$ cat config.mk
export PLATFORM = sky130hd
export DESIGN_NAME = mcs_core_sfr
export DESIGN_NICKNAME = d
export VERILOG_FILES = /design/src/shared/mcs_pkg.sv /design/src/logic/mcs_core_sfr.sv
export SDC_FILE = /design/constraint.sdc
export NUM_CORES = 1
export LEC_CHECK = 0
export BUFFER_PORTS_ARGS = -buffer_cell sky130_fd_sc_hd__buf_2
export CAP_MARGIN = 20
export CELL_PAD_IN_SITES_DETAIL_PLACEMENT = 1
export CELL_PAD_IN_SITES_GLOBAL_PLACEMENT = 2
export CORE_ASPECT_RATIO = 0.5
export CORE_MARGIN = 5
export CORE_UTILIZATION = 38
export DETAILED_ROUTE_END_ITERATION = 10
export GPL_ROUTABILITY_DRIVEN = 0
export PLACE_DENSITY = 0.88
export SLEW_MARGIN = 10
export SYNTH_ARGS = -nofsm -noshare
export SYNTH_HDL_FRONTEND = slang
export SYNTH_SLANG_ARGS = --single-unit
$ cat constraint.sdc
create_clock -name clock -period 2.77 [get_ports clock]
set_clock_uncertainty 0.1 [all_clocks]
set_input_delay 0.277 -clock clock [delete_from_list [all_inputs] [get_ports clock]]
set_output_delay 0.277 -clock clock [all_outputs]
set_load 0.02 [all_outputs]
$ cat src/shared/mcs_pkg.sv
// constants for the core special function register set
`default_nettype none
package mcs_pkg;
	localparam int         DATA_W            = 8;
	localparam int         PTR_W             = 16;
	localparam int         STRETCH_W         = 3;
	localparam int         BANK_W            = 5;
	// direct addresses of the registers with behaviour of their own
	localparam logic [7:0] ADDR_STACK_TOP    = 8'h81;
	localparam logic [7:0] ADDR_PTR0_LOW     = 8'h82;
	localparam logic [7:0] ADDR_PTR0_HIGH    = 8'h83;
	localparam logic [7:0] ADDR_PTR1_LOW     = 8'h84;
	localparam logic [7:0] ADDR_PTR1_HIGH    = 8'h85;
	localparam logic [7:0] ADDR_PTR_SELECT   = 8'h92;
	localparam logic [7:0] ADDR_PROG_STATUS  = 8'hD0;
	localparam logic [7:0] ADDR_BAUD_CTRL    = 8'hD8;
	localparam logic [7:0] ADDR_ACCUMULATOR  = 8'hE0;
	localparam logic [7:0] ADDR_MUL_OPERAND  = 8'hF0;
	// direct addresses of plain storage registers
	localparam logic [7:0] ADDR_PORT0        = 8'h80;
	localparam logic [7:0] ADDR_POWER_CTRL   = 8'h87;
	localparam logic [7:0] ADDR_TIMER_CTRL   = 8'h88;
	localparam logic [7:0] ADDR_TIMER_MODE   = 8'h89;
	localparam logic [7:0] ADDR_TIMER0_LOW   = 8'h8A;
	localparam logic [7:0] ADDR_TIMER1_LOW   = 8'h8B;
	localparam logic [7:0] ADDR_TIMER0_HIGH  = 8'h8C;
	localparam logic [7:0] ADDR_TIMER1_HIGH  = 8'h8D;
	localparam logic [7:0] ADDR_STRETCH      = 8'h8E;
	localparam logic [7:0] ADDR_PORT1        = 8'h90;
	localparam logic [7:0] ADDR_SER0_CTRL    = 8'h98;
	localparam logic [7:0] ADDR_SER0_BUF     = 8'h99;
	localparam logic [7:0] ADDR_IRQ_EN2      = 8'h9A;
	localparam logic [7:0] ADDR_SER1_CTRL    = 8'h9B;
	localparam logic [7:0] ADDR_SER1_BUF     = 8'h9C;
	localparam logic [7:0] ADDR_SER1_RLD_LO  = 8'h9D;
	localparam logic [7:0] ADDR_PORT2        = 8'hA0;
	localparam logic [7:0] ADDR_IRQ_EN0      = 8'hA8;
	localparam logic [7:0] ADDR_IRQ_PRI0     = 8'hA9;
	localparam logic [7:0] ADDR_SER0_RLD_LO  = 8'hAA;
	localparam logic [7:0] ADDR_PORT3        = 8'hB0;
	localparam logic [7:0] ADDR_IRQ_EN1      = 8'hB8;
	localparam logic [7:0] ADDR_IRQ_PRI1     = 8'hB9;
	localparam logic [7:0] ADDR_SER0_RLD_HI  = 8'hBA;
	localparam logic [7:0] ADDR_SER1_RLD_HI  = 8'hBB;
	localparam logic [7:0] ADDR_PAGED_HIGH   = 8'hBF;
	localparam logic [7:0] ADDR_IRQ_REQUEST  = 8'hC0;
	localparam logic [7:0] ADDR_IRQ_POLARITY = 8'hC8;
	// reset values
	localparam logic [7:0] RST_ZERO          = 8'h00;
	localparam logic [7:0] RST_PORT          = 8'hFF;
	localparam logic [7:0] RST_STACK_TOP     = 8'h07;
	localparam logic [7:0] RST_STRETCH       = 8'h01;
	localparam logic [7:0] RST_SER0_RLD_LO   = 8'hD9;
	localparam logic [7:0] RST_RELOAD_HIGH   = 8'h03;
	// status word and other field positions
	localparam int         BIT_CARRY         = 7;
	localparam int         BIT_AUX_CARRY     = 6;
	localparam int         BIT_GENERAL       = 5;
	localparam int         BIT_BANK_HI       = 4;
	localparam int         BIT_BANK_LO       = 3;
	localparam int         BIT_OVERFLOW      = 2;
	localparam int         BIT_USER          = 1;
	localparam int         BIT_PARITY        = 0;
	localparam int         BIT_PTR_SELECT    = 0;
	localparam int         BIT_BAUD_DOUBLE   = 7;
	// plain storage table, entry index order
	localparam int         NUM_GEN           = 28;
	localparam int         IDX_PORT0         = 0;
	localparam int         IDX_POWER         = 1;
	localparam int         IDX_STRETCH       = 8;
	localparam int         IDX_PORT1         = 9;
	localparam int         IDX_PORT2         = 16;
	localparam int         IDX_SER0_RLD_LO   = 19;
	localparam int         IDX_PORT3         = 20;
	localparam int         IDX_SER0_RLD_HI   = 23;
	localparam int         IDX_SER1_RLD_HI   = 24;
	localparam int         IDX_PAGED         = 25;
	localparam int         IDX_POLARITY      = 27;
	localparam logic [7:0] GEN_ADDR [NUM_GEN] = '{
		ADDR_PORT0, ADDR_POWER_CTRL, ADDR_TIMER_CTRL, ADDR_TIMER_MODE,
		ADDR_TIMER0_LOW, ADDR_TIMER1_LOW, ADDR_TIMER0_HIGH, ADDR_TIMER1_HIGH,
		ADDR_STRETCH, ADDR_PORT1, ADDR_SER0_CTRL, ADDR_SER0_BUF,
		ADDR_IRQ_EN2, ADDR_SER1_CTRL, ADDR_SER1_BUF, ADDR_SER1_RLD_LO,
		ADDR_PORT2, ADDR_IRQ_EN0, ADDR_IRQ_PRI0, ADDR_SER0_RLD_LO,
		ADDR_PORT3, ADDR_IRQ_EN1, ADDR_IRQ_PRI1, ADDR_SER0_RLD_HI,
		ADDR_SER1_RLD_HI, ADDR_PAGED_HIGH, ADDR_IRQ_REQUEST, ADDR_IRQ_POLARITY};
	localparam logic [7:0] GEN_RST [NUM_GEN] = '{
		RST_PORT, RST_ZERO, RST_ZERO, RST_ZERO,
		RST_ZERO, RST_ZERO, RST_ZERO, RST_ZERO,
		RST_STRETCH, RST_PORT, RST_ZERO, RST_ZERO,
		RST_ZERO, RST_ZERO, RST_ZERO, RST_ZERO,
		RST_PORT, RST_ZERO, RST_ZERO, RST_SER0_RLD_LO,
		RST_PORT, RST_ZERO, RST_ZERO, RST_RELOAD_HIGH,
		RST_RELOAD_HIGH, RST_ZERO, RST_ZERO, RST_ZERO};
endpackage : mcs_pkg
`default_nettype wire

$ cat src/logic/mcs_core_sfr.sv
// core special function registers: accumulator, status word, pointers, stack
`timescale 1ns/1ns
`default_nettype none

// What this block does
// [RQ1] On reset every register loads its listed value: ports FF, stack 07, stretch 01.
// [RQ2] Accumulator at E0 holds the default operand, written by software or the ALU.
// [RQ3] Operand register at F0 takes multiply/divide results, else plain scratch byte.
// [RQ4] Two status bits pick the working bank: 00 at 00-07 up to 11 at 18-1F.
// [RQ5] Status bit 0 is hardware parity so accumulator plus bit is even.
// [RQ6] Status bit 5 is a general flag software sets and clears freely.
// [RQ7] First serial reload low byte at AA resets to D9.
// [RQ8] Both serial reload high bytes reset to 03.
// [RQ9] Paged register at BF gives the upper byte for indirect external moves.
// [RQ10] Baud control keeps only its top bit; the others read zero.
// [RQ11] Register at C8 holds interrupt two and three polarity, reset zero.
// [RQ12] Power register holds serial speed, idle and stop controls, reset zero.
// [RQ13] Pointer select register exists at 92 and resets to zero.
// [RQ14] Select bit 0 picks first or second pointer; both values stay intact.
// [RQ15] Stack pointer increments before each push that has no pop or stack write in the same cycle, so the stack starts at 08.
// [RQ16] Status bits 7,6,2,1 are carry, aux carry, overflow and user flag.
module mcs_core_sfr (
	input  wire logic        clock,             // 20 MHz core clock
	input  wire logic        resetn,            // asynchronous reset, active low
	input  wire logic [7:0]  sfrAddr,           // direct address
	input  wire logic        sfrWrEn,           // write strobe
	input  wire logic [7:0]  sfrWrData,         // write data
	input  wire logic        sfrRdEn,           // read strobe
	output logic      [7:0]  sfrRdData,         // read data, one cycle later
	input  wire logic        aluAccWe,          // ALU result to accumulator
	input  wire logic [7:0]  aluAccData,        // ALU result byte
	input  wire logic        aluOperandWe,      // multiply/divide second result
	input  wire logic [7:0]  aluOperandData,    // second result byte
	input  wire logic        aluFlagWe,         // ALU flag update
	input  wire logic        aluCarry,          // new carry
	input  wire logic        aluAuxCarry,       // new aux carry
	input  wire logic        aluOverflow,       // new overflow
	input  wire logic        stackPush,         // push or call
	input  wire logic        stackPop,          // pop or return
	input  wire logic        aluPtrWe,          // write to the active pointer
	input  wire logic [15:0] aluPtrData,        // new active pointer value
	output logic      [7:0]  accumulatorOut,    // accumulator
	output logic      [7:0]  operandOut,        // multiply operand
	output logic      [7:0]  programStatusOut,  // status word
	output logic      [4:0]  bankBaseOut,       // base address of working bank
	output logic      [15:0] activePointerOut,  // selected data pointer
	output logic      [7:0]  stackTopOut,       // stack pointer
	output logic      [7:0]  pagedAddrOut,      // upper byte for paged moves
	output logic      [7:0]  portZeroOut,       // port 0 latch
	output logic      [7:0]  portOneOut,        // port 1 latch
	output logic      [7:0]  portTwoOut,        // port 2 latch
	output logic      [7:0]  portThreeOut,      // port 3 latch
	output logic      [2:0]  stretchOut,        // memory stretch value
	output logic      [7:0]  powerCtrlOut,      // speed, idle and stop controls
	output logic      [7:0]  irqPolarityOut,    // interrupt two/three polarity
	output logic             baudDoubleOut,     // baud control top bit
	output logic      [15:0] serial0ReloadOut,  // serial 0 reload value
	output logic      [7:0]  serial1ReloadHiOut // serial 1 reload high byte
);
	logic [7:0]  genReg_reg [mcs_pkg::NUM_GEN];
	logic [7:0]  acc_reg;
	logic [7:0]  accNext;
	logic [7:0]  operand_reg;
	logic [7:0]  status_reg;
	logic [7:0]  statusNext;
	logic [7:0]  stackTop_reg;
	logic [15:0] ptr0_reg;
	logic [15:0] ptr0Next;
	logic [15:0] ptr1_reg;
	logic [15:0] ptr1Next;
	logic [7:0]  ptrSel_reg;
	logic [7:0]  ptrSelNext;
	logic        baudDouble_reg;
	logic [15:0] activePtr_reg;
	logic [4:0]  bankBase_reg;
	logic [7:0]  rdData_reg;
	logic [7:0]  rdMux;
	logic        wrAcc;
	logic        wrOperand;
	logic        wrStatus;
	logic        wrStack;
	logic        wrSel;

	assign wrAcc     = sfrWrEn && (sfrAddr == mcs_pkg::ADDR_ACCUMULATOR);
	assign wrOperand = sfrWrEn && (sfrAddr == mcs_pkg::ADDR_MUL_OPERAND);
	assign wrStatus  = sfrWrEn && (sfrAddr == mcs_pkg::ADDR_PROG_STATUS);
	assign wrStack   = sfrWrEn && (sfrAddr == mcs_pkg::ADDR_STACK_TOP);
	assign wrSel     = sfrWrEn && (sfrAddr == mcs_pkg::ADDR_PTR_SELECT);

	// plain storage registers, one per table entry
	genvar gi;
	generate
		for (gi = 0; gi < mcs_pkg::NUM_GEN; gi++) begin : genStore
			always_ff @(posedge clock or negedge resetn) begin
				if (!resetn) begin
					genReg_reg[gi] <= mcs_pkg::GEN_RST[gi]; // RQ1 RQ7 RQ8 RQ9 RQ11 RQ12
				end else if (sfrWrEn && (sfrAddr == mcs_pkg::GEN_ADDR[gi])) begin
					genReg_reg[gi] <= sfrWrData;
				end
			end
		end
	endgenerate

	// a direct write wins over an ALU write in the same cycle
	always_comb begin
		accNext = acc_reg;
		if (wrAcc) begin
			accNext = sfrWrData; // RQ2
		end else if (aluAccWe) begin
			accNext = aluAccData; // RQ2
		end
	end

	always_ff @(posedge clock or negedge resetn) begin
		if (!resetn) begin
			acc_reg <= mcs_pkg::RST_ZERO;
		end else begin
			acc_reg <= accNext;
		end
	end

	always_ff @(posedge clock or negedge resetn) begin
		if (!resetn) begin
			operand_reg <= mcs_pkg::RST_ZERO;
		end else if (wrOperand) begin
			operand_reg <= sfrWrData; // RQ3
		end else if (aluOperandWe) begin
			operand_reg <= aluOperandData; // RQ3
		end
	end

	// parity follows the next accumulator value, so it never lags a cycle
	always_comb begin
		statusNext = status_reg;
		if (aluFlagWe) begin
			statusNext[mcs_pkg::BIT_CARRY]     = aluCarry; // RQ16
			statusNext[mcs_pkg::BIT_AUX_CARRY] = aluAuxCarry; // RQ16
			statusNext[mcs_pkg::BIT_OVERFLOW]  = aluOverflow; // RQ16
		end
		if (wrStatus) begin
			statusNext = sfrWrData; // RQ4 RQ6 RQ16
		end
		statusNext[mcs_pkg::BIT_PARITY] = ^accNext; // RQ5
	end

	always_ff @(posedge clock or negedge resetn) begin
		if (!resetn) begin
			status_reg <= mcs_pkg::RST_ZERO;
		end else begin
			status_reg <= statusNext;
		end
	end

	always_ff @(posedge clock or negedge resetn) begin
		if (!resetn) begin
			bankBase_reg <= 5'h00;
		end else begin
			bankBase_reg <= {statusNext[mcs_pkg::BIT_BANK_HI],
				statusNext[mcs_pkg::BIT_BANK_LO], 3'h0}; // RQ4
		end
	end

	// pre-increment: the first push after reset lands at 08
	always_ff @(posedge clock or negedge resetn) begin
		if (!resetn) begin
			stackTop_reg <= mcs_pkg::RST_STACK_TOP; // RQ1
		end else if (wrStack) begin
			stackTop_reg <= sfrWrData;
		end else if (stackPush && !stackPop) begin
			stackTop_reg <= stackTop_reg + 8'h01; // RQ15
		end else if (stackPop && !stackPush) begin
			stackTop_reg <= stackTop_reg - 8'h01;
		end
	end

	// pointer writes touch only the selected pointer; byte writes come last
	always_comb begin
		ptrSelNext = wrSel ? sfrWrData : ptrSel_reg; // RQ13
		ptr0Next   = ptr0_reg;
		ptr1Next   = ptr1_reg;
		if (aluPtrWe) begin
			if (ptrSel_reg[mcs_pkg::BIT_PTR_SELECT]) begin
				ptr1Next = aluPtrData; // RQ14
			end else begin
				ptr0Next = aluPtrData; // RQ14
			end
		end
		if (sfrWrEn) begin
			case (sfrAddr)
				mcs_pkg::ADDR_PTR0_LOW: begin
					ptr0Next[7:0] = sfrWrData;
				end
				mcs_pkg::ADDR_PTR0_HIGH: begin
					ptr0Next[15:8] = sfrWrData;
				end
				mcs_pkg::ADDR_PTR1_LOW: begin
					ptr1Next[7:0] = sfrWrData;
				end
				mcs_pkg::ADDR_PTR1_HIGH: begin
					ptr1Next[15:8] = sfrWrData;
				end
				default: begin
				end
			endcase
		end
	end

	always_ff @(posedge clock or negedge resetn) begin
		if (!resetn) begin
			ptr0_reg   <= {mcs_pkg::RST_ZERO, mcs_pkg::RST_ZERO};
			ptr1_reg   <= {mcs_pkg::RST_ZERO, mcs_pkg::RST_ZERO};
			ptrSel_reg <= mcs_pkg::RST_ZERO; // RQ13
		end else begin
			ptr0_reg   <= ptr0Next;
			ptr1_reg   <= ptr1Next;
			ptrSel_reg <= ptrSelNext;
		end
	end

	// mirrored so the output is a flop yet tracks a select toggle at once
	always_ff @(posedge clock or negedge resetn) begin
		if (!resetn) begin
			activePtr_reg <= {mcs_pkg::RST_ZERO, mcs_pkg::RST_ZERO};
		end else begin
			activePtr_reg <= ptrSelNext[mcs_pkg::BIT_PTR_SELECT] ? ptr1Next : ptr0Next; // RQ14
		end
	end

	always_ff @(posedge clock or negedge resetn) begin
		if (!resetn) begin
			baudDouble_reg <= 1'b0;
		end else if (sfrWrEn && (sfrAddr == mcs_pkg::ADDR_BAUD_CTRL)) begin
			baudDouble_reg <= sfrWrData[mcs_pkg::BIT_BAUD_DOUBLE]; // RQ10
		end
	end

	// unmapped addresses read as zero
	always_comb begin
		rdMux = 8'h00;
		case (sfrAddr)
			mcs_pkg::ADDR_ACCUMULATOR: begin
				rdMux = acc_reg;
			end
			mcs_pkg::ADDR_MUL_OPERAND: begin
				rdMux = operand_reg;
			end
			mcs_pkg::ADDR_PROG_STATUS: begin
				rdMux = status_reg;
			end
			mcs_pkg::ADDR_STACK_TOP: begin
				rdMux = stackTop_reg;
			end
			mcs_pkg::ADDR_PTR0_LOW: begin
				rdMux = ptr0_reg[7:0];
			end
			mcs_pkg::ADDR_PTR0_HIGH: begin
				rdMux = ptr0_reg[15:8];
			end
			mcs_pkg::ADDR_PTR1_LOW: begin
				rdMux = ptr1_reg[7:0];
			end
			mcs_pkg::ADDR_PTR1_HIGH: begin
				rdMux = ptr1_reg[15:8];
			end
			mcs_pkg::ADDR_PTR_SELECT: begin
				rdMux = ptrSel_reg;
			end
			mcs_pkg::ADDR_BAUD_CTRL: begin
				rdMux = {baudDouble_reg, 7'h00}; // RQ10
			end
			default: begin
				for (int i = 0; i < mcs_pkg::NUM_GEN; i++) begin
					if (sfrAddr == mcs_pkg::GEN_ADDR[i]) begin
						rdMux = genReg_reg[i];
					end
				end
			end
		endcase
	end

	// read returns the value before any write in the same cycle
	always_ff @(posedge clock or negedge resetn) begin
		if (!resetn) begin
			rdData_reg <= 8'h00;
		end else if (sfrRdEn) begin
			rdData_reg <= rdMux;
		end
	end

	assign sfrRdData          = rdData_reg;
	assign accumulatorOut     = acc_reg;
	assign operandOut         = operand_reg;
	assign programStatusOut   = status_reg;
	assign bankBaseOut        = bankBase_reg;
	assign activePointerOut   = activePtr_reg;
	assign stackTopOut        = stackTop_reg;
	assign pagedAddrOut       = genReg_reg[mcs_pkg::IDX_PAGED]; // RQ9
	assign portZeroOut        = genReg_reg[mcs_pkg::IDX_PORT0];
	assign portOneOut         = genReg_reg[mcs_pkg::IDX_PORT1];
	assign portTwoOut         = genReg_reg[mcs_pkg::IDX_PORT2];
	assign portThreeOut       = genReg_reg[mcs_pkg::IDX_PORT3];
	assign stretchOut         = genReg_reg[mcs_pkg::IDX_STRETCH][mcs_pkg::STRETCH_W-1:0];
	assign powerCtrlOut       = genReg_reg[mcs_pkg::IDX_POWER]; // RQ12
	assign irqPolarityOut     = genReg_reg[mcs_pkg::IDX_POLARITY]; // RQ11
	assign baudDoubleOut      = baudDouble_reg;
	assign serial0ReloadOut   = {genReg_reg[mcs_pkg::IDX_SER0_RLD_HI],
		genReg_reg[mcs_pkg::IDX_SER0_RLD_LO]};
	assign serial1ReloadHiOut = genReg_reg[mcs_pkg::IDX_SER1_RLD_HI];
endmodule : mcs_core_sfr
`default_nettype wire

==> impl_metrics.env, run 1 <==
export IMPL_synthesis_area_sq_mm=0.0168
export IMPL_hpwl_microns=45500
export IMPL_fin_util=0.460
export IMPL_crit_path_max_fanout=8
export IMPL_path_clk_slew_ns=0.07
export IMPL_setup_tns_ns=0
export IMPL_portBuffers=202
export IMPL_fill_cells=4870
export IMPL_yosysSeqAreaShare=0.481
export IMPL_first_iter_violations=1367
export IMPL_synth_common_cells="dfrtp_1, mux2_2, nand2_1"
export IMPL_layout_drive_gt1_share=0.372
export IMPL_max_clock_path_buffers=3
export IMPL_clock_sinks=321
export IMPL_p_sw_mw=3.64
export IMPL_synth_edf_count=0
export IMPL_synth_async_sr_flop_share=1.00
export IMPL_yosysMostFrequentCell="dfrtp_1"
export IMPL_combPwrFrac=0.181
export IMPL_p_int_mw=8.55
export IMPL_grt_ovfl_total=0
export IMPL_grt_max_degree=67
export IMPL_rsz0062_at_grt="false"
export IMPL_cts_tree="built"
export IMPL_dieWidth_microns=308
export IMPL_crit_type="in2reg"
export IMPL_synthDistinctLibCells=91
export IMPL_seq_power_share=0.456
export IMPL_clock_latency_ns=0.58
export IMPL_cts_htree_levels=1
export IMPL_endpoint_kind="flop"
export IMPL_finalWirelength_microns=63100
export IMPL_area_growth_pct=19.4
export IMPL_min_period_ns=2.52
export IMPL_start_kind="primary input"
export IMPL_yosys_warnings=0
export IMPL_die_h_microns=159
export IMPL_vias_per_cell=5.84
export IMPL_netlist_top_cells_area="dfrtp_1, mux2_2, dfstp_2, buf_4, mux2i_1"
export IMPL_ios=206
export IMPL_synth_top_cell_area_share=0.411
export IMPL_syn_avg_cell_area_sq_um=10.7
export IMPL_p_per_area_mw_per_mm2=607
export IMPL_swShare=0.298
export IMPL_largest_reg_flops=141
export IMPL_status="finished clean"
export IMPL_final_nets=1874
export IMPL_num_vias=14100
export IMPL_cts_buffers=30
export IMPL_track_usage=0.252
export IMPL_ys_ff_latch=321
export IMPL_start_util=0.385
export IMPL_slew_violations=0
export IMPL_postSynthCellCount=1575
export IMPL_hp_class="in2reg"
export IMPL_yosys_most_used_dff="dfrtp_1"
export IMPL_die_area_sq_mm=0.0488
export IMPL_tightest_slew_ns=0.741
export IMPL_antenna_left=0
export IMPL_antenna_found_initial=1
export IMPL_post_cts_buffers=0
export IMPL_dpl_worst_slack_ns=-0.156
export IMPL_finalPower_mw=12.2
export IMPL_rows=54
export IMPL_grt_first_pass_wirelength_microns=96400
export IMPL_clkPwrFrac=0.363
export IMPL_max_freq_mhz=396
export IMPL_hold_worst_slack_ns=0.0274
export IMPL_setup_ws_ns=0.246
export IMPL_fin_crit_sh=0.911
export IMPL_peakVddDrop_uv=407
export IMPL_dr_pass1_iters=5
export IMPL_finalSetupViolations=0
export IMPL_hold_violations=0
export IMPL_max_cap_violations=0
export IMPL_synth_largest_area_cell="dfrtp_1"
export IMPL_core_sq_mm=0.0436
export IMPL_grt_pass1_vias=14900
export IMPL_cts_root_buffer="clkbuf_16"
export IMPL_arrival_ns=2.85
export IMPL_drc=0
export IMPL_leakage_nw=9.60
export IMPL_routedWlPerCell_microns=26.1
export IMPL_slew_headroom=0.506
export IMPL_cp_required_ns=3.10
-- logic make-up after synthesis --
family / share of synthesized area
compound gates: 0.144
xor+xnor: 0.00788
fa+ha+maj: 0.00565
buf+inv: 0.0686
flops: 0.481
mux: 0.176
other cells: 0.000223
simple gates: 0.116
-- metrics by stage --
step | cell area (sq um) | std cells
after floorplan | 16800 | 1577
after global placement | 18700 | 2325
after detailed placement | 18700 | 2325
after CTS | 20100 | 2418
after global routing | 20100 | 2419
final | 20100 | 2419
-- what timing repair did --
item | in CTS | in global routing
setup endpoints to repair | 0 | 1
endpoints found under the hold margin | 101 | 0
hold buffers | 37 | 0
resized for setup | 0 | 1
-- metal layers --
metal | vias to the layer above | wire length (microns) | track usage
met4 | 0 | 1540 | 0.0570
met5 | - | 0 | 0
met1 | 7367 | 27200 | 0.348
met3 | 97 | 3810 | 0.0394
met2 | 530 | 30600 | 0.422
li1 | 6130 | - | -
-- worst max-delay path, cell delays in order --
cell      delay (ns)
buf_2           0.13
or4b_4          0.61
nor3_1          0.60
buf_4           0.24
nor2_1          0.04
nand4_1         0.14
a211oi_1        0.10
buf_4           0.14
o211ai_1        0.40
a221oi_1        0.16
-- area by class of cell --
cell class                 instances  area (sq um)  share of cell area
clock buffer                      46           902              0.0449
clock inverter                    10           130             0.00648
antenna                            1          2.50            0.000125
sequential                       321          8090               0.403
tap                              588           736              0.0366
inverter                          11          41.3             0.00206
multi-input combinational       1056          7590               0.378
timing repair buffer             386          2580               0.129
-- layout by cell type (no fill, tap or decap), drive strengths merged, types with 8 or more instances in the layout --
master       count
inv             10
nand2b          12
nand2          143
mux2i           62
a21oi          104
a221oi          10
dfrtp          276
a221o            8
xnor2            8
a22oi           25
o221ai          10
nor3            20
nand4            8
mux2           205
dlygate4sd3     37
nor2           113
nand3           26
a21o             8
clkbuf          46
o211ai          14
buf            349
nor2b           10
o21ai           99
a211oi          10
dfstp           45
a31oi            9
o22ai           24
-- path summary, 6_finish.rpt --
kind                                             from                           endpoint  slack, ns  cells after the start
max in group asynchronous                      resetn  serial1ReloadHiOut[1]$_DFFE_PN1P_       1.56                      3
min                                      sfrWrData[5]         stackTopOut[5]$_DFFE_PN0P_       0.03                      3
max                                        sfrAddr[5]           sfrRdData[5]$_DFFE_PN0P_       0.25                     10
max reg2reg                stackTopOut[1]$_DFFE_PN1P_         stackTopOut[7]$_DFFE_PN0P_       0.39                      8
min reg2reg                genReg_reg[11]$_DFFE_PN0P_         genReg_reg[11]$_DFFE_PN0P_       0.39                      2
min in group asynchronous                      resetn         stackTopOut[7]$_DFFE_PN0P_       0.10                      2
-- power groups by stage --
| stage | logic (mW) | clock network (mW) | registers, mW |
|---|---|---|---|
| finish | 2.21 | 4.43 | 5.55 |
| global route | 2.38 | 4.69 | 5.58 |
| CTS | 2.21 | 4.48 | 5.54 |
| detailed placement | 2.14 | 0 | 5.63 |
| global placement | 2.06 | 0 | 5.63 |
| floorplan | 1.25 | 0 | 5.59 |
Power figures use the tool's default switching activity.
==> inputs of run 2 (changes only) <==
--- a/config.mk
+++ b/config.mk
@@ -5,6 +5,7 @@
 export SDC_FILE = /design/constraint.sdc
 export NUM_CORES = 1
 export LEC_CHECK = 0
+export ABC_CLOCK_PERIOD_IN_PS = 2600
 export BUFFER_PORTS_ARGS = -buffer_cell sky130_fd_sc_hd__buf_2
 export CAP_MARGIN = 20
 export CELL_PAD_IN_SITES_DETAIL_PLACEMENT = 1
==> constraint.sdc (replaced) <==
create_clock -name clock -period 2.6 [get_ports clock]
set_clock_uncertainty 0.1 [all_clocks]
set_input_delay 0.26 -clock clock [delete_from_list [all_inputs] [get_ports clock]]
set_output_delay 0.26 -clock clock [all_outputs]
set_load 0.02 [all_outputs]
==> run 2 against run 1 <==
  * Worst setup slack worse by 0.16 ns
  * Core utilization increased by 0.74 points
  * Wire length is 0.25% lower
  * Critical path depth is the same
  * Sequential power increased by 6.1%
  * Cell count is 1.2% higher
  * First-iteration DRC count shrank 2.3%
  * Clock-buffer cell count is 1 higher
  * Non-clock buffer count rose by 21
  * Register-to-register slack worse by 0.14 ns
  * Combinational power increased by 7%
  * Total power rose by 11%
  * Largest power group unchanged
==> impl_metrics.env, run 2 (same netlist as run 1, synthesis figures left out) <==
export IMPL_status="finished clean"
export IMPL_setup_tns_ns=0
export IMPL_first_iter_violations=1336
export IMPL_fin_area_sq_mm=0.0204
export IMPL_path_clk_slew_ns=0.06
export IMPL_leakage_nw=9.80
export IMPL_antenna_left=0
export IMPL_min_period_ns=2.51
export IMPL_antenna_found_initial=6
export IMPL_slew_violations=0
export IMPL_ios=206
export IMPL_slowest_stage="or4b_2"
export IMPL_grt_pass1_vias=15000
export IMPL_timing_rr_end="sfrRdData[0]$_DFFE_PN0P_"
export IMPL_reg2reg_depth=9
export IMPL_rsz0062_at_grt="false"
export IMPL_crit_path_max_fanout=18
export IMPL_placed_area_sq_mm=0.0190
export IMPL_cts_root_buffer="clkbuf_16"
export IMPL_worstHoldStart="aluPtrData[10]"
export IMPL_max_freq_mhz=398
export IMPL_layout_drive_gt1_share=0.388
export IMPL_grt_ovfl_total=0
export IMPL_largest_reg_flops=141
export IMPL_worstPathCellList="buf_2 -> buf_4 -> or4b_2 -> nor2_1 -> buf_4 -> a21oi_1 -> a32oi_1 -> o211ai_1 -> buf_4 -> o221ai_1"
export IMPL_num_vias=14100
export IMPL_hpwl_microns=45200
export IMPL_start_util=0.385
export IMPL_clock_latency_ns=0.53
export IMPL_peakVddDrop_uv=484
export IMPL_setup_ws_ns=0.0882
export IMPL_cts_buffers=34
export IMPL_rows=54
export IMPL_grt_first_pass_wirelength_microns=95300
export IMPL_clock_sinks=321
export IMPL_cp_required_ns=2.94
export IMPL_portBuffers=202
export IMPL_p_per_area_mw_per_mm2=660
export IMPL_dieWidth_microns=308
export IMPL_finalPower_mw=13.5
export IMPL_finalWirelength_microns=63000
export IMPL_crit_type="in2reg"
export IMPL_arrival_ns=2.85
export IMPL_cts_htree_levels=2
export IMPL_final_common_cell="dfrtp_1"
export IMPL_area_growth_pct=21.3
export IMPL_vias_per_cell=5.78
export IMPL_tightest_slew_ns=0.670
export IMPL_dpl_worst_slack_ns=-0.342
export IMPL_grt_max_degree=68
export IMPL_start_kind="primary input"
export IMPL_die_area_sq_mm=0.0488
export IMPL_core_sq_mm=0.0436
export IMPL_fin_crit_sh=0.966
export IMPL_cts_tree="built"
export IMPL_cp_common_cell="buf_4"
export IMPL_max_clock_path_buffers=3
export IMPL_die_h_microns=159
export IMPL_slew_headroom=0.553
export IMPL_final_nets=1899
export IMPL_most_common_layout_cells="dfrtp_1, mux2_2, buf_2"
export IMPL_endpoint_kind="flop"
export IMPL_hold_violations=0
export IMPL_routedWlPerCell_microns=25.7
export IMPL_hold_path_depth=3
export IMPL_track_usage=0.251
export IMPL_fin_util=0.467
export IMPL_rrSetupSlack_ns=0.25
export IMPL_holdPathEnd="ptr1_reg[10]$_DFF_PN0_"
export IMPL_drc=0
export IMPL_slowest_delay_ns=0.67
export IMPL_hp_class="in2reg"
export IMPL_max_cap_violations=0
export IMPL_timing_rr_start="serial0ReloadOut[8]$_DFFE_PN1P_"
export IMPL_dr_pass1_iters=6
export IMPL_finalSetupViolations=0
==> run 2: cell count changes in the layout (fill, tap and decap cells not counted), sizes merged <==
cell / delta
inv: +1
dlygate4sd3: -13
clkinvlp: -2
clkbuf: +1
clkinv: +3
diode: +3
buf: +34
bufinv: +1
==> run 2: worst max path at each step <==
stage                                      from                             to  slack, ns  depth (start not counted)
finish                               sfrAddr[0]       sfrRdData[0]$_DFFE_PN0P_       0.09                         10
global route                         sfrAddr[1]       sfrRdData[6]$_DFFE_PN0P_       0.04                         10
CTS                 genReg_reg[120]$_DFFE_PN0P_       sfrRdData[0]$_DFFE_PN0P_       0.18                          8
detailed placement                   sfrAddr[5]       sfrRdData[0]$_DFFE_PN0P_      -0.34                         10
global placement                     sfrAddr[5]       sfrRdData[0]$_DFFE_PN0P_      -0.31                         10
floorplan                            sfrAddr[0]  programStatusOut[0]$_DFF_PN0_       0.13                          8
==> run 2: stage by stage <==
stage,instances,hold slack [ns]
floorplan,1577,-0.136
global placement,2359,0.148
detailed placement,2359,0.147
CTS,2443,0.00240
global route,2447,0.0211
finish,2447,0.0129
==> run 2: area by class of cell <==
cell class              instances  area, sq um
repair buffers                407         2760
flip-flops and latches        321         8090
multi-input cells            1056         7600
inverters                      11         41.3
clock buffers                  47          993
well taps                     588          736
diodes                          4         10.0
fillers                      4886        23200
clock inverters                13          175
==> run 2: power by group <==
group / leakage (nW) / switching (mW) / total (mW) / internal (mW)
Combinational: 5.09 / 1.39 / 2.36 / 0.975
Sequential: 4.13 / 0.426 / 5.89 / 5.46
Clock: 0.580 / 2.14 / 5.22 / 3.09
Total: 9.80 / 3.95 / 13.5 / 9.52
==> run 2: what timing repair did <==
item | 4_1_cts | 5_1_grt
hold buffers | 24 | 0
endpoints found under the hold margin | 79 | 0
resized for setup | 0 | 1
buffers inserted | 0 | 0
endpoints found under the setup margin | 0 | 1
==> run 2: per-layer routing <==
metal	track usage	vias to the layer above	wire, microns
li1	-	6159	-
met1	0.336	7273	26700
met2	0.403	545	29700
met3	0.0578	153	4430
met4	0.0878	4	2160
met5	0	-	23
==> run 2: critical path: cells and delay by family <==
family                 cells  cell delay [ns]
buffers and inverters      4             0.81
and+or+nand+nor            2             0.82
AOI/OAI and AO/OA          4             0.95
==> inputs of run 3 (changes only) <==
--- a/config.mk
+++ b/config.mk
@@ -6,7 +6,7 @@
 export NUM_CORES = 1
 export LEC_CHECK = 0
 export ABC_CLOCK_PERIOD_IN_PS = 2600
-export BUFFER_PORTS_ARGS = -buffer_cell sky130_fd_sc_hd__buf_2
+export BUFFER_PORTS_ARGS = -buffer_cell sky130_fd_sc_hd__clkbuf_2
 export CAP_MARGIN = 20
 export CELL_PAD_IN_SITES_DETAIL_PLACEMENT = 1
 export CELL_PAD_IN_SITES_GLOBAL_PLACEMENT = 2
@@ -15,7 +15,8 @@
 export CORE_UTILIZATION = 38
 export DETAILED_ROUTE_END_ITERATION = 10
 export GPL_ROUTABILITY_DRIVEN = 0
-export PLACE_DENSITY = 0.88
+export HOLD_SLACK_MARGIN = 0.15
+export PLACE_DENSITY = 0.81
 export SLEW_MARGIN = 10
 export SYNTH_ARGS = -nofsm -noshare
 export SYNTH_HDL_FRONTEND = slang
==> run 3 against run 2 <==
  * Sequential power barely moved
  * Combinational power increased by 6%
  * Clock power increased by 1%
  * Largest power group unchanged
==> impl_metrics.env, run 3 (same netlist as run 1, synthesis figures left out) <==
export IMPL_track_usage=0.262
export IMPL_dpl_worst_slack_ns=-0.603
export IMPL_finalSetupViolations=0
export IMPL_dieWidth_microns=308
export IMPL_worst_path_buf_inv=4
export IMPL_rows=54
export IMPL_leakage_nw=10.0
export IMPL_cts_tree="built"
export IMPL_grt_first_pass_wirelength_microns=98700
export IMPL_hold_violations=0
export IMPL_setup_ws_ns=0.0643
export IMPL_slew_headroom=0.543
export IMPL_post_cts_buffers=0
export IMPL_antenna_found_initial=1
export IMPL_max_clock_path_buffers=3
export IMPL_dr_pass1_iters=7
export IMPL_path_clk_slew_ns=0.07
export IMPL_arrival_ns=2.90
export IMPL_layout_drive_gt1_share=0.393
export IMPL_cts_htree_levels=2
export IMPL_fill_cells=4901
export IMPL_slew_violations=0
export IMPL_die_area_sq_mm=0.0488
export IMPL_tightest_slew_ns=0.686
export IMPL_clkPwrFrac=0.386
export IMPL_rsz0062_at_grt="false"
export IMPL_most_common_layout_cells="dfrtp_1, mux2_2, clkbuf_2"
export IMPL_peakVddDrop_uv=334
export IMPL_grt_pass1_vias=15200
export IMPL_finalWirelength_microns=65300
export IMPL_drc=0
export IMPL_slowest_delay_ns=0.46
export IMPL_first_iter_violations=1141
export IMPL_slowest_stage="a311o_1"
export IMPL_die_h_microns=159
export IMPL_antenna_left=0
export IMPL_crit_type="in2reg"
export IMPL_clock_latency_ns=0.53
export IMPL_core_sq_mm=0.0436
export IMPL_ios=206
export IMPL_p_per_area_mw_per_mm2=654
export IMPL_final_nets=1956
export IMPL_routedWlPerCell_microns=26.1
export IMPL_p_int_mw=9.61
export IMPL_status="finished clean"
export IMPL_worstPathCellList="clkbuf_2 -> buf_4 -> nor3_1 -> buf_4 -> buf_4 -> o21ai_0 -> a32oi_1 -> o221ai_1 -> a311o_1 -> a31oi_1 -> o22a_1"
export IMPL_clock_sinks=321
export IMPL_cts_buffers=34
export IMPL_largest_reg_flops=141
export IMPL_p_sw_mw=4.10
export IMPL_crit_family="compound AO/OA/AOI/OAI gates"
export IMPL_hpwl_microns=47100
export IMPL_max_cap_violations=0
export IMPL_max_freq_mhz=394
export IMPL_start_util=0.385
export IMPL_fin_crit_sh=0.975
export IMPL_cp_common_cell="buf_4"
export IMPL_hp_class="in2reg"
export IMPL_final_common_cell="dfrtp_1"
export IMPL_area_growth_pct=24.6
export IMPL_cts_root_buffer="clkbuf_16"
export IMPL_vias_per_cell=5.70
export IMPL_seq_power_share=0.431
export IMPL_cp_required_ns=2.96
export IMPL_endpoint_kind="flop"
export IMPL_crit_path_max_fanout=13
export IMPL_hold_worst_slack_ns=0.180
export IMPL_grt_max_degree=75
export IMPL_grt_ovfl_total=0
export IMPL_min_period_ns=2.54
export IMPL_start_kind="primary input"
export IMPL_combPwrFrac=0.183
export IMPL_num_vias=14300
export IMPL_swShare=0.299
export IMPL_portBuffers=202
-- run 3: repair_timing --
item	in CTS	in global routing
gates cloned	0	0
endpoints found under the hold margin	281	1
setup endpoints to repair	3	4
hold buffers	53	1
pin swaps	0	1
gates resized for setup	1	6
-- run 3: final timing paths --
check | from | end | slack (ns) | cells past startpoint
min | aluOperandWe | operandOut[1]$_DFFE_PN0P_ | 0.18 | 3
min reg2reg | genReg_reg[99]$_DFFE_PN0P_ | genReg_reg[99]$_DFFE_PN0P_ | 0.38 | 2
min in group asynchronous | resetn | activePointerOut[13]$_DFF_PN0_ | 0.20 | 2
max | sfrAddr[1] | sfrRdData[6]$_DFFE_PN0P_ | 0.06 | 11
max in group asynchronous | resetn | portOneOut[2]$_DFFE_PN1P_ | 1.36 | 3
max reg2reg | genReg_reg[203]$_DFFE_PN0P_ | sfrRdData[3]$_DFFE_PN0P_ | 0.14 | 8
-- run 3: area by class of cell --
type | count | area (sq um) | area share
clock inverters | 15 | 191 | 0.00914
diodes | 1 | 2.50 | 0.000119
flip-flops and latches | 321 | 8090 | 0.386
repair buffers | 464 | 3290 | 0.157
well taps | 588 | 736 | 0.0351
inverters | 11 | 41.3 | 0.00197
multi-input cells | 1056 | 7620 | 0.363
clock buffers | 47 | 993 | 0.0474
-- run 3: stage by stage --
step / utilization / power (mW) / area, sq um / instances / setup TNS [ns]
finish: 0.480 / 13.7 / 21000 / 2503 / 0
global route: 0.480 / 14.2 / 21000 / 2503 / 0
CTS: 0.479 / 13.7 / 20900 / 2501 / 0
detailed placement: 0.440 / 8.34 / 19200 / 2386 / -6.38
global placement: 0.440 / 8.27 / 19200 / 2386 / -4.75
floorplan: - / 7.29 / 16800 / 1577 / 0
-- run 3: worst register-to-register path: cells and delay by family (launching register included) --
family | cells | cell delay (ns)
buffers and inverters | 1 | 0.19
multiplexers | 1 | 0.27
AO/OA/AOI/OAI | 6 | 1.39
flip-flops | 1 | 0.39
-- run 3: power groups by stage --
stage	clock network [mW]	registers [mW]	logic, mW
finish	5.29	5.91	2.51
global route	5.59	5.94	2.70
CTS	5.33	5.90	2.46
detailed placement	0	5.99	2.36
global placement	0	5.98	2.29
floorplan	0	5.95	1.33
-- run 3: metal layers --
layer	share of wire	routed length [microns]	track usage	up-vias
met2	0.46	30300	0.419	456
met5	0	0	0	-
li1	-	-	-	6270
met3	0.059	3830	0.0519	129
met4	0.033	2160	0.0821	0
met1	0.45	29100	0.363	7415
